**src/core/sbs_regs.vh**
```
// Constants for the stepper bridge sequencer
`ifndef SBS_REGS_VH
`define SBS_REGS_VH
// ----------------------------------------
// Sequence positions and reset values
// ----------------------------------------
`define SBS_POS_RESET 2'h0
`define SBS_ARR_HBRIDGE 1'h0
`define SBS_ARR_SINGLE 1'h1
// ----------------------------------------
// Two-bit fault codes
// ----------------------------------------
`define SBS_FLT_NONE 2'h3
`define SBS_FLT_OPEN 2'h1
`define SBS_FLT_BATT 2'h2
`define SBS_FLT_GND 2'h0
// ----------------------------------------
// Switch vector bit positions {d,c,b,a}
// ----------------------------------------
`define SBS_A 0
`define SBS_B 1
`define SBS_C 2
`define SBS_D 3
// ----------------------------------------
// Bridge drive per position as {hs,ls}, each {d,c,b,a}
// ----------------------------------------
`define SBS_DRV_POS0 8'h96
`define SBS_DRV_POS1 8'h5a
`define SBS_DRV_POS2 8'h69
`define SBS_DRV_POS3 8'ha5
`endif

```
**src/core/sbs_sequencer.v**
```verilog
// Stepper bridge sequencer for four configurable half bridges
`timescale 1ns/1ps
`include "sbs_regs.vh"
// Notes on behaviour
// - Step only on gated step rising, gate set
// - Step bit low keeps switches and position
// - Effective step is pin AND bit
// - Sense one walks forward table order
// - Sense zero walks reverse table order
// - Reset position A-high B-low, D-high C-low
// - H-bridge never turns both switches on
// - Same-write sense change steps old direction
// - Same-write gate change suppresses step
// - Arrangement bit picks bridge or single
// - Single mode drives each switch directly
// - Single switch bits share one write
// - Battery short on, ground/open off only
// - Overheat goes to thermal warning only
// - Fault codes clear when read starts
// - Summary flag on any output fault
// - Fault code 11 ok,01 open,10 batt,00 gnd
module sbs_sequencer (
    sys_clk,
    sys_rst,
    wr_stb,
    wr_step_bit,
    wr_gate_bit,
    wr_sense_bit,
    wr_arr_bit,
    wr_single_hs,
    wr_single_ls,
    step_pin,
    read_start,
    overtemp_det,
    batt_short_det,
    gnd_short_det,
    open_det,
    hs_on,
    ls_on,
    seq_pos,
    stage_arrangement_select,
    half_bridge_a_fault,
    half_bridge_b_fault,
    half_bridge_c_fault,
    half_bridge_d_fault,
    summary_fault_flag,
    thermal_warning
);
    input wire sys_clk;
    input wire sys_rst;
    input wire wr_stb;
    input wire wr_step_bit;
    input wire wr_gate_bit;
    input wire wr_sense_bit;
    input wire wr_arr_bit;
    input wire [3:0] wr_single_hs;
    input wire [3:0] wr_single_ls;
    input wire step_pin;
    input wire read_start;
    input wire overtemp_det;
    input wire [3:0] batt_short_det;
    input wire [3:0] gnd_short_det;
    input wire [3:0] open_det;
    output reg [3:0] hs_on;
    output reg [3:0] ls_on;
    output reg [1:0] seq_pos;
    output reg stage_arrangement_select;
    output reg [1:0] half_bridge_a_fault;
    output reg [1:0] half_bridge_b_fault;
    output reg [1:0] half_bridge_c_fault;
    output reg [1:0] half_bridge_d_fault;
    output reg summary_fault_flag;
    output reg thermal_warning;

    // ----------------------------------------
    // Control bits held from host writes
    // ----------------------------------------
    reg step_bit_r;
    reg gate_r;
    reg sense_r;
    reg [3:0] single_hs_r;
    reg [3:0] single_ls_r;
    reg pin_s1_r;
    reg pin_s2_r;
    reg eff_step_r;
    reg ot_s1_r;
    reg ot_s2_r;
    reg [3:0] hs_nxt;
    reg [3:0] ls_nxt;
    reg [1:0] pos_nxt;
    wire eff_step;
    wire step_rise;
    wire [3:0] sw_on;
    wire [7:0] codes;
    reg step_dir_r;
    reg [3:0] pair_hs;
    reg [3:0] pair_ls;
    wire hb_mode;
    wire gate_change;
    wire step_load;
    wire step_take;
    wire [3:0] ls_guard;
    wire [3:0] chan_flt;

    // ----------------------------------------
    // Pin synchronisers
    // ----------------------------------------
    // Pin is asynchronous to the write path
    always @(posedge sys_clk) begin
        if (sys_rst) begin
            pin_s1_r <= 1'h0;
            pin_s2_r <= 1'h0;
            ot_s1_r <= 1'h0;
            ot_s2_r <= 1'h0;
        end else begin
            pin_s1_r <= step_pin;
            pin_s2_r <= pin_s1_r;
            ot_s1_r <= overtemp_det;
            ot_s2_r <= ot_s1_r;
        end
    end

    // ----------------------------------------
    // Effective step
    // ----------------------------------------
    assign eff_step = pin_s2_r & step_bit_r;
    assign step_rise = eff_step & ~eff_step_r;

    // ----------------------------------------
    // Frame decode
    // ----------------------------------------
    // A gate change wins the frame; its step bit is dropped
    assign gate_change = wr_stb & (wr_gate_bit != gate_r);
    assign step_load = wr_stb & ~gate_change;
    assign hb_mode = (stage_arrangement_select == `SBS_ARR_HBRIDGE);
    // Gate and arrangement qualify the step, not the edge detector
    assign step_take = step_rise & gate_r & hb_mode;

    // ----------------------------------------
    // Register writes
    // ----------------------------------------
    always @(posedge sys_clk) begin
        if (sys_rst) begin
            gate_r <= 1'h0;
            step_bit_r <= 1'h0;
        end else begin
            if (gate_change) begin
                gate_r <= wr_gate_bit;
            end
            if (step_load) begin
                step_bit_r <= wr_step_bit;
            end
        end
    end

    always @(posedge sys_clk) begin
        if (sys_rst) begin
            sense_r <= 1'h0;
            stage_arrangement_select <= `SBS_ARR_HBRIDGE;
            single_hs_r <= 4'h0;
            single_ls_r <= 4'h0;
        end else if (wr_stb) begin
            sense_r <= wr_sense_bit;
            stage_arrangement_select <= wr_arr_bit;
            single_hs_r <= wr_single_hs;
            single_ls_r <= wr_single_ls;
        end
    end

    // ----------------------------------------
    // Sequence position
    // ----------------------------------------
    // Sense as it stood an edge ago: a step written with a new sense
    // lands one edge after the write and must still use the old one
    always @(posedge sys_clk) begin
        if (sys_rst) begin
            step_dir_r <= 1'h0;
        end else begin
            step_dir_r <= sense_r;
        end
    end

    always @* begin
        pos_nxt = seq_pos;
        if (step_take) begin
            if (step_dir_r) begin
                pos_nxt = seq_pos + 2'h1;
            end else begin
                pos_nxt = seq_pos - 2'h1;
            end
        end
    end

    always @(posedge sys_clk) begin
        if (sys_rst) begin
            seq_pos <= `SBS_POS_RESET;
            eff_step_r <= 1'h0;
        end else begin
            seq_pos <= pos_nxt;
            eff_step_r <= eff_step;
        end
    end

    // ----------------------------------------
    // Switch drive
    // ----------------------------------------
    // Pattern of the position about to be taken, so drive and
    // position move on the same edge
    always @* begin
        {pair_hs, pair_ls} = `SBS_DRV_POS0;
        case (pos_nxt)
            2'h0: begin
                {pair_hs, pair_ls} = `SBS_DRV_POS0;
            end
            2'h1: begin
                {pair_hs, pair_ls} = `SBS_DRV_POS1;
            end
            2'h2: begin
                {pair_hs, pair_ls} = `SBS_DRV_POS2;
            end
            2'h3: begin
                {pair_hs, pair_ls} = `SBS_DRV_POS3;
            end
            default: begin
                {pair_hs, pair_ls} = `SBS_DRV_POS0;
            end
        endcase
    end

    // Belt and braces against shoot-through, per half bridge
    genvar bi;
    generate
        for (bi = 0; bi < 4; bi = bi + 1) begin : g_guard
            assign ls_guard[bi] = pair_ls[bi] & ~pair_hs[bi];
        end
    endgenerate

    always @* begin
        hs_nxt = 4'h0;
        ls_nxt = 4'h0;
        if (!hb_mode) begin
            // No coherency check here: paralleling is the user's call
            hs_nxt = single_hs_r;
            ls_nxt = single_ls_r;
        end else if (gate_r) begin
            hs_nxt = pair_hs;
            ls_nxt = ls_guard;
        end
    end

    always @(posedge sys_clk) begin
        if (sys_rst) begin
            hs_on <= 4'h0;
            ls_on <= 4'h0;
        end else begin
            hs_on <= hs_nxt;
            ls_on <= ls_nxt;
        end
    end

    // ----------------------------------------
    // Diagnosis
    // ----------------------------------------
    assign sw_on = hs_on | ls_on;

    genvar gi;
    generate
        for (gi = 0; gi < 4; gi = gi + 1) begin : g_flt
            sbs_fault_cell u_cell (
                .sys_clk(sys_clk),
                .sys_rst(sys_rst),
                .read_start(read_start),
                .sw_on(sw_on[gi]),
                .batt_short_det(batt_short_det[gi]),
                .gnd_short_det(gnd_short_det[gi]),
                .open_det(open_det[gi]),
                .code(codes[2*gi+1:2*gi])
            );
            assign chan_flt[gi] = (codes[2*gi+1:2*gi] != `SBS_FLT_NONE);
        end
    endgenerate

    // ----------------------------------------
    // Fault outputs
    // ----------------------------------------
    // Codes and summary registered together so they always agree
    always @(posedge sys_clk) begin
        if (sys_rst) begin
            half_bridge_a_fault <= `SBS_FLT_NONE;
            half_bridge_b_fault <= `SBS_FLT_NONE;
            half_bridge_c_fault <= `SBS_FLT_NONE;
            half_bridge_d_fault <= `SBS_FLT_NONE;
            summary_fault_flag <= 1'h0;
            thermal_warning <= 1'h0;
        end else begin
            half_bridge_a_fault <= codes[1:0];
            half_bridge_b_fault <= codes[3:2];
            half_bridge_c_fault <= codes[5:4];
            half_bridge_d_fault <= codes[7:6];
            summary_fault_flag <= |chan_flt;
            thermal_warning <= ot_s2_r;
        end
    end
endmodule // sbs_sequencer

```
**src/core/sbs_fault_cell.v**
```verilog
// One output channel fault latch with clear-on-read
`timescale 1ns/1ps
`include "sbs_regs.vh"
module sbs_fault_cell (
    sys_clk,
    sys_rst,
    read_start,
    sw_on,
    batt_short_det,
    gnd_short_det,
    open_det,
    code
);
    input wire sys_clk;
    input wire sys_rst;
    input wire read_start;
    input wire sw_on;
    input wire batt_short_det;
    input wire gnd_short_det;
    input wire open_det;
    output reg [1:0] code;

    reg [1:0] det_nxt;

    // ----------------------------------------
    // Detection qualified by switch state
    // ----------------------------------------
    always @* begin
        det_nxt = `SBS_FLT_NONE;
        if (sw_on && batt_short_det) begin
            det_nxt = `SBS_FLT_BATT;
        end else if (!sw_on && gnd_short_det) begin
            det_nxt = `SBS_FLT_GND;
        end else if (!sw_on && open_det) begin
            det_nxt = `SBS_FLT_OPEN;
        end
    end

    // New fault wins over the read clear so none is lost
    always @(posedge sys_clk) begin
        if (sys_rst) begin
            code <= `SBS_FLT_NONE;
        end else if (det_nxt != `SBS_FLT_NONE) begin
            if (code == `SBS_FLT_NONE || code == `SBS_FLT_OPEN ||
                    read_start) begin
                code <= det_nxt;
            end
        end else if (read_start) begin
            code <= `SBS_FLT_NONE;
        end
    end
endmodule // sbs_fault_cell

```
**config.mk**
```make
export PLATFORM = sky130hd
export DESIGN_NAME = sbs_sequencer
export DESIGN_NICKNAME = d
export VERILOG_FILES = /design/src/core/sbs_sequencer.v /design/src/core/sbs_fault_cell.v
export VERILOG_INCLUDE_DIRS = /design/src /design/src/core
export SDC_FILE = /design/constraint.sdc
export NUM_CORES = 1
export LEC_CHECK = 0
export ABC_AREA = 1
export BUFFER_PORTS_ARGS = -buffer_cell sky130_fd_sc_hd__buf_2
export CORE_UTILIZATION = 51
export DETAILED_ROUTE_END_ITERATION = 7
export PLACE_DENSITY = 0.8
export SETUP_SLACK_MARGIN = 0.05
export SLEW_MARGIN = 20
export SYNTH_ARGS = -nofsm -noshare
export SYNTH_HDL_FRONTEND = slang
export SYNTH_SLANG_ARGS = --single-unit
```
**constraint.sdc**
```tcl
create_clock -name sys_clk -period 2.15 [get_ports sys_clk]
set_input_delay 0.215 -clock sys_clk [delete_from_list [all_inputs] [get_ports sys_clk]]
set_output_delay 0.215 -clock sys_clk [all_outputs]
set_load 0.05 [all_outputs]
```
==> flow_summary_export.csv, run 1 <==
group,metric,value,unit
worst_hold_path,min_path_type,"primary input to flip-flop",
floorplanning,core_area,3390,µm²
synth,async_reset_ff_frac,0,
cts,root_buffer,"clkbuf_4",
synth,synth_cells,237,
setup_path,worstSetupEndpointType,"flip-flop",
setup_path,worst_path_most_repeated_cell,"nand2_1",
route,ant_nets,0,
pwr,pwr-share-seq,0.511,
route,via_count,1552,
pwr,power.switching,0.000451,W
place,gp_congestion,0.790,
setup_path,start_kind,"flip-flop",
synth,ys.warnings.count,0,
setup_path,crit_fanout,10,
route,drt_iter0_markers,47,
pwr,p_leak,1.07,nW
cts,hold_buffers,0,
synth,synth_ff_type,"dfxtp_1",
pwr,cellPowerDensity,832,nW/µm²
place,post-dp-hpwl,2490,µm
synth,ys_types,26,
pwr,power,0.00183,W
route,route.final.wire_length,3320,µm
setup_path,arrival,2.01,ns
place,port_buffers,50,
timing,setup_violations,0,
timing,period_share,0.824,
route,vias_per_cell,4.66,
route,wl_met2,1550,µm
cts,h-tree-depth,2,
global_route,grt-ovfl-total,0,
synth,synth_top_area_cell,"dfxtp_1",
setup_path,cp_slowest_cell,"dfxtp_1",
synth,synthTopCellsByCount,"46 x dfxtp_1, 44 x nand2_1, 39 x nor2_1",
synth,synth_area,1830,µm²
synth,synthTopCellsByArea,"dfxtp_1 50%, nand2_1 9.0%, nor2_1 8.0%",
finish,drive_gt1_frac,0.261,
cts,cts_buffer_depth,2,
synth,synth_most_common_cell,"dfxtp_1",
status,status,"complete, no violations",
place,place_inst,325,
global_route,antenna_found_initial,0,
timing,hold_violations,0,
timing,finalClockSkew,0.0101,ns
cts,clk_pin_slew,0.13,ns
floorplanning,start_util,0.539,
timing,fin_tns_setup,0,ns
setup_path,path_cells,"inv_6 > nand2_4 > nor2_4 > nand2_1 > nand2_1 > nand2_2 > inv_1 > ha_1 > o21ai_0 > o21a_1 > nor2_1",
finish,insertedDiodeCount,0,
setup_path,worstSetupPathType,"flip-flop to flip-flop",
synth,syn-num-nets,271,
timing,max_freq,0.565,GHz
floorplanning,die-width,61.9,µm
global_route,grtUsageTotal,0.187,
floorplanning,rows,21,
cts,post_cts.repair.setup_buffers,0,
cts,clock-sinks,46,
timing,period_needed,1.77,ns
synth,ys_seq_elements,46,
timing,worst_pin_slew,0.483,ns
synth,synth.top_cell.area_share,0.504,
pwr,p_int,0.00138,W
route,highest_layer,"met4",
timing,rsz0062_at_grt,"false",
pwr,sw_frac_of_total,0.246,
global_route,grt_pass1_vias,1268,
floorplanning,chipHeight,61.9,µm
timing,maxSlewHeadroom,0.678,
flow_run,max_cap_violations,0,
pwr,p_comb_frac,0.131,
finish,final_cell_count_no_fill,333,
finish,nNetsFinal,320,
synth,yosysSeqAreaShare,0.504,
finish,n_fill_cell,298,
route,drc,0,
timing,slew_violations,0,
global_route,grt_pass1_wl,5180,µm
pwr,clkPwrFrac,0.358,
route,first_pass_iters,4,
synth,avgSynthCellArea,7.71,µm²
floorplanning,die_area,3830,µm²
floorplanning,io_pins,51,
route,met1Wirelength,1570,µm
pwr,ir_drop,631,µV
global_route,grt_start_max_net_pins,29,
synth,synth_edf_count,0,
cts,cts_tree,"built",
cts,numCtsBuffers,5,
setup_path,max_stage_delay,0.57,ns
route,avgRoutedWirePerCell,9.97,µm
cts,clk_latency,0.35,ns
finish,area_growth,20.3,%
route,met3WireLength,162,µm
cts,cts_resized,0,
setup_path,crit_required,2.39,ns
-- logic make-up (layout without fill, tap and decap cells) --
group | count (synthesis) | in the layout | share of synthesized area
buffers and inverters | 39 | 89 | 0.0924
flip-flops | 46 | 46 | 0.504
AO/OA/AOI/OAI | 35 | 35 | 0.0986
adder cells (fa/ha/maj) | 4 | 4 | 0.0274
AND/OR/NAND/NOR | 112 | 112 | 0.273
XOR/XNOR | 1 | 1 | 0.00479
-- sequential cells by signal (all words and copies together) (netlist names), 4 cells and up --
| signal | cells |
|---|---|
| g_flt.u_cell.code | 8 |
| hs_on | 4 |
| ls_on | 4 |
| single_hs_r | 4 |
| single_ls_r | 4 |
-- critical path: cells and delay by family, from the launching register on --
family / cells / cell delay (ns)
AOI/OAI and AO/OA: 2 / 0.39
adders and majority gates: 1 / 0.18
buffers and inverters: 2 / 0.12
DFF: 1 / 0.57
and+or+nand+nor: 6 / 0.40
-- final cells by class --
class,instances,area [µm²],share of cell area
clock buffers,6,51.3,0.0233
multi-input cells,152,738,0.336
repair buffers,50,250,0.114
flip-flops and latches,46,921,0.419
clock inverters,2,60.1,0.0273
well taps,46,57.6,0.0262
inverters,31,121,0.0552
-- cells in the final DEF, fill, tap and decap left out, drive strengths merged, types with 2 or more instances in the layout --
cell type / instances
nand2: 47
a21oi: 12
or2: 9
buf: 50
inv: 31
nor2: 42
nand3: 7
nand3b: 4
dfxtp: 46
nand4: 3
clkbuf: 6
ha: 4
bufinv: 2
o21ai: 21
-- metrics by stage --
| step | util | instance area [µm²] | setup slack (ns) | hold slack [ns] |
|---|---|---|---|---|
| floorplan | - | 1830 | 0.247 | 0.322 |
| global placement | 0.616 | 2090 | 0.489 | 0.391 |
| detailed placement | 0.616 | 2090 | 0.391 | 0.395 |
| CTS | 0.649 | 2200 | 0.386 | 0.0416 |
| global route | 0.649 | 2200 | 0.231 | 0.0417 |
| finish | 0.649 | 2200 | 0.379 | 0.0537 |
-- metal layers --
| layer | up-vias | GRT usage |
|---|---|---|
| met5 | - | 0 |
| met4 | 0 | 0.0762 |
| met2 | 45 | 0.312 |
| met3 | 4 | 0.0435 |
| met1 | 670 | 0.233 |
| li1 | 833 | - |
-- worst paths after layout --
check        cells after the start  slack (ns)              end                      from
max reg2reg                     11        0.38         hs_on[1]  stage_arrangement_select
min reg2reg                      2        0.41  thermal_warning                   ot_s2_r
max                             11        0.38         hs_on[1]  stage_arrangement_select
min                              3        0.05          ot_s1_r              overtemp_det
-- power by group through the flow --
stage	registers [W]	clock network [W]	logic, W
after floorplan	0.00101	0	0.000117
after global placement	0.000954	0	0.000236
after detailed placement	0.000956	0	0.000240
after CTS	0.000936	0.000668	0.000241
after global routing	0.000944	0.000703	0.000269
final	0.000937	0.000655	0.000239
Note: power is estimated with default switching activity, not from simulation.
==> inputs of run 2 (changes only) <==
ABC_AREA = 0   (was 1)
CORE_UTILIZATION = 45   (was 51)
PLACE_DENSITY = 0.76   (was 0.8)
clock period = 1.4 ns   (was 2.15 ns; I/O delays follow)
==> run 2 against run 1 <==
Effect of this change: routed wire length rose by 8.2%; sequential cell count unchanged; final area grew 5.9%; first-iteration DRC count grew 120%; largest cell class unchanged; the flow now finishes with violations (setup timing); cell count decreased by 13%; synthesized cell count fell by 24%; global-route usage down 0.26 points; total power rose by 42%; worst setup slack lost 0.81 ns.
==> flow_summary_export.csv, run 2 <==
group,metric,value,unit
status,status,"complete, but fails checks",
status,violations,"setup timing",
setup_path,arrival,2.06,ns
synth,synth_most_common_cell,"dfxtp_1",
pwr,power,0.00259,W
cts,clock-sinks,46,
timing,hold_violations,0,
pwr,p_leak,1.02,nW
route,drc,0,
floorplanning,die_area,4170,µm²
timing,setup_violations,9,
floorplanning,rows,22,
synth,synth_top_area_cell,"dfxtp_1",
setup_path,worstSetupPathType,"flip-flop to flip-flop",
timing,slew_violations,0,
setup_path,crit_buf_inv,0,
synth,syn-num-nets,215,
finish,insertedDiodeCount,0,
synth,synthTopCellsByArea,"dfxtp_1 52%, mux2i_1 6.3%, nor2_1 4.5%",
setup_path,worstSetupEndpointType,"flip-flop",
cts,cts_buffer_depth,2,
cts,cts_tree,"built",
place,gp_congestion,0.734,
route,avgRoutedWirePerCell,12.4,µm
cts,root_buffer,"clkbuf_8",
synth,ys_types,31,
timing,fin_ws,-0.431,ns
timing,finalClockSkew,0.00866,ns
finish,regMostFlops,"g_flt.u_cell.code",
floorplanning,chipHeight,64.5,µm
route,vias_per_cell,5.11,
synth,ys.warnings.count,0,
global_route,grt_start_max_net_pins,21,
global_route,grt-ovfl-total,0,
timing,max_freq,0.546,GHz
global_route,grtUsageTotal,0.184,
route,first_pass_iters,4,
flow_run,max_cap_violations,0,
route,ant_nets,0,
pwr,cellPowerDensity,1110,nW/µm²
place,port_buffers,50,
setup_path,cp_slowest_cell,"or4_4",
setup_path,crit_fanout,4,
timing,period_needed,1.83,ns
synth,synth_ff_type,"dfxtp_1",
floorplanning,io_pins,51,
global_route,grt_pass1_vias,1300,
global_route,antenna_found_initial,0,
setup_path,crit_required,1.63,ns
finish,area_growth,32.3,%
floorplanning,start_util,0.474,
setup_path,max_stage_delay,0.44,ns
floorplanning,die-width,64.5,µm
synth,synth_area,1760,µm²
global_route,grt_pass1_wl,5780,µm
worst_hold_path,min_path_type,"primary input to flip-flop",
timing,fin_tns_setup,-3.14,ns
setup_path,start_kind,"flip-flop",
timing,maxSlewHeadroom,0.750,
synth,synth_cells,181,
synth,synthTopCellsByCount,"46 x dfxtp_1, 21 x nor2_1, 13 x a21oi_1",
cts,clk_pin_slew,0.08,ns
synth,avgSynthCellArea,9.73,µm²
setup_path,path_cells,"nand2b_4 > or4_4 > and2_4 > ha_4 > or3_4 > a21oi_2",
route,route.final.wire_length,3590,µm
finish,layout_common_cells,"50 x buf_2, 41 x dfxtp_1, 20 x nor2_1",
cts,numCtsBuffers,5,
synth,ys_seq_elements,46,
floorplanning,core_area,3720,µm²
finish,mostFrequentLayoutCell,"buf_2",
finish,largest_reg_flops,8,
finish,nNetsFinal,274,
route,drt_iter0_markers,104,
synth,async_reset_ff_frac,0,
synth,synth.top_cell.area_share,0.523,
timing,period_share,1.31,
cts,clk_latency,0.29,ns
timing,worst_pin_slew,0.374,ns
setup_path,worst_path_dominant_cell_family,"simple AND/OR/NAND/NOR gates",
synth,synth_edf_count,0,
synth,yosysSeqAreaShare,0.523,
cts,h-tree-depth,2,
route,via_count,1478,
timing,rsz0062_at_grt,"true",
pwr,ir_drop,627,µV
place,post-dp-hpwl,2520,µm
finish,drive_gt1_frac,0.419,
## run 2: cell types whose count changed in the layout (fill, tap and decap cells not counted), moves of 6 or more
cell / delta
nand2_1: -35
nor2b_1: +8
nor2_1: -19
o21ai_0: -16
mux2i_1: +11
nand3_1: -6
inv_1: -27
buf_4: +9
## run 2: final timing paths
kind                            startpoint               to  slack (ns)  cells after the start
setup / recovery  stage_arrangement_select         hs_on[1]       -0.43                      6
hold / removal                overtemp_det          ot_s1_r        0.05                      2
setup reg to reg  stage_arrangement_select         hs_on[1]       -0.43                      6
hold reg to reg                    ot_s2_r  thermal_warning        0.44                      1
## run 2: final cells by class
class / count / area (µm²)
Clock inverter: 1 / 5.00
Tap cell: 48 / 60.1
Inverter: 1 / 3.75
Timing Repair Buffer: 61 / 340
Multi-Input combinational cell: 125 / 901
Sequential cell: 46 / 932
Clock buffer: 7 / 86.3
Fill cell: 318 / 1390
## run 2: power breakdown
| group | switching (W) | internal [W] |
|---|---|---|
| logic | 0.000211 | 0.000136 |
| clock network | 0.000420 | 0.000398 |
| registers | 0.0000466 | 0.00138 |
## run 2: cell families (layout without fill, tap and decap cells)
group,after synthesis,count (layout),synth area share
simple gates,71,71,0.220
flops,46,46,0.523
compound gates,34,34,0.117
mux,12,12,0.0689
buf+inv,10,70,0.0234
fa+ha+maj,4,4,0.0284
xor+xnor,4,4,0.0199
## run 2: through the flow
stage               cells  worst slack (ns)  utilization  cell area [µm²]  hold WS [ns]
floorplan             181            -0.464            -             1800         0.268
global placement      279            -0.414        0.577             2140         0.357
detailed placement    279            -0.480        0.577             2140         0.359
CTS                   288            -0.438        0.613             2280        0.0402
global route          289            -0.507        0.627             2330        0.0652
finish                289            -0.431        0.627             2330        0.0480
## run 2: repair_timing
action / 4_1_cts / 5_1_grt
setup endpoints to repair: 9 / 10
pin swaps: 8 / 6
gates resized for setup: 10 / 10
setup buffers: 1 / 1
hold buffers: 0 / 0
gates cloned: 0 / 0
## run 2: layer usage
layer,up-vias,GRT usage,share of wire
met5,-,0,0
met4,0,0.0750,0.0047
met3,4,0.0546,0.056
met2,49,0.320,0.50
met1,682,0.209,0.44
li1,743,-,-
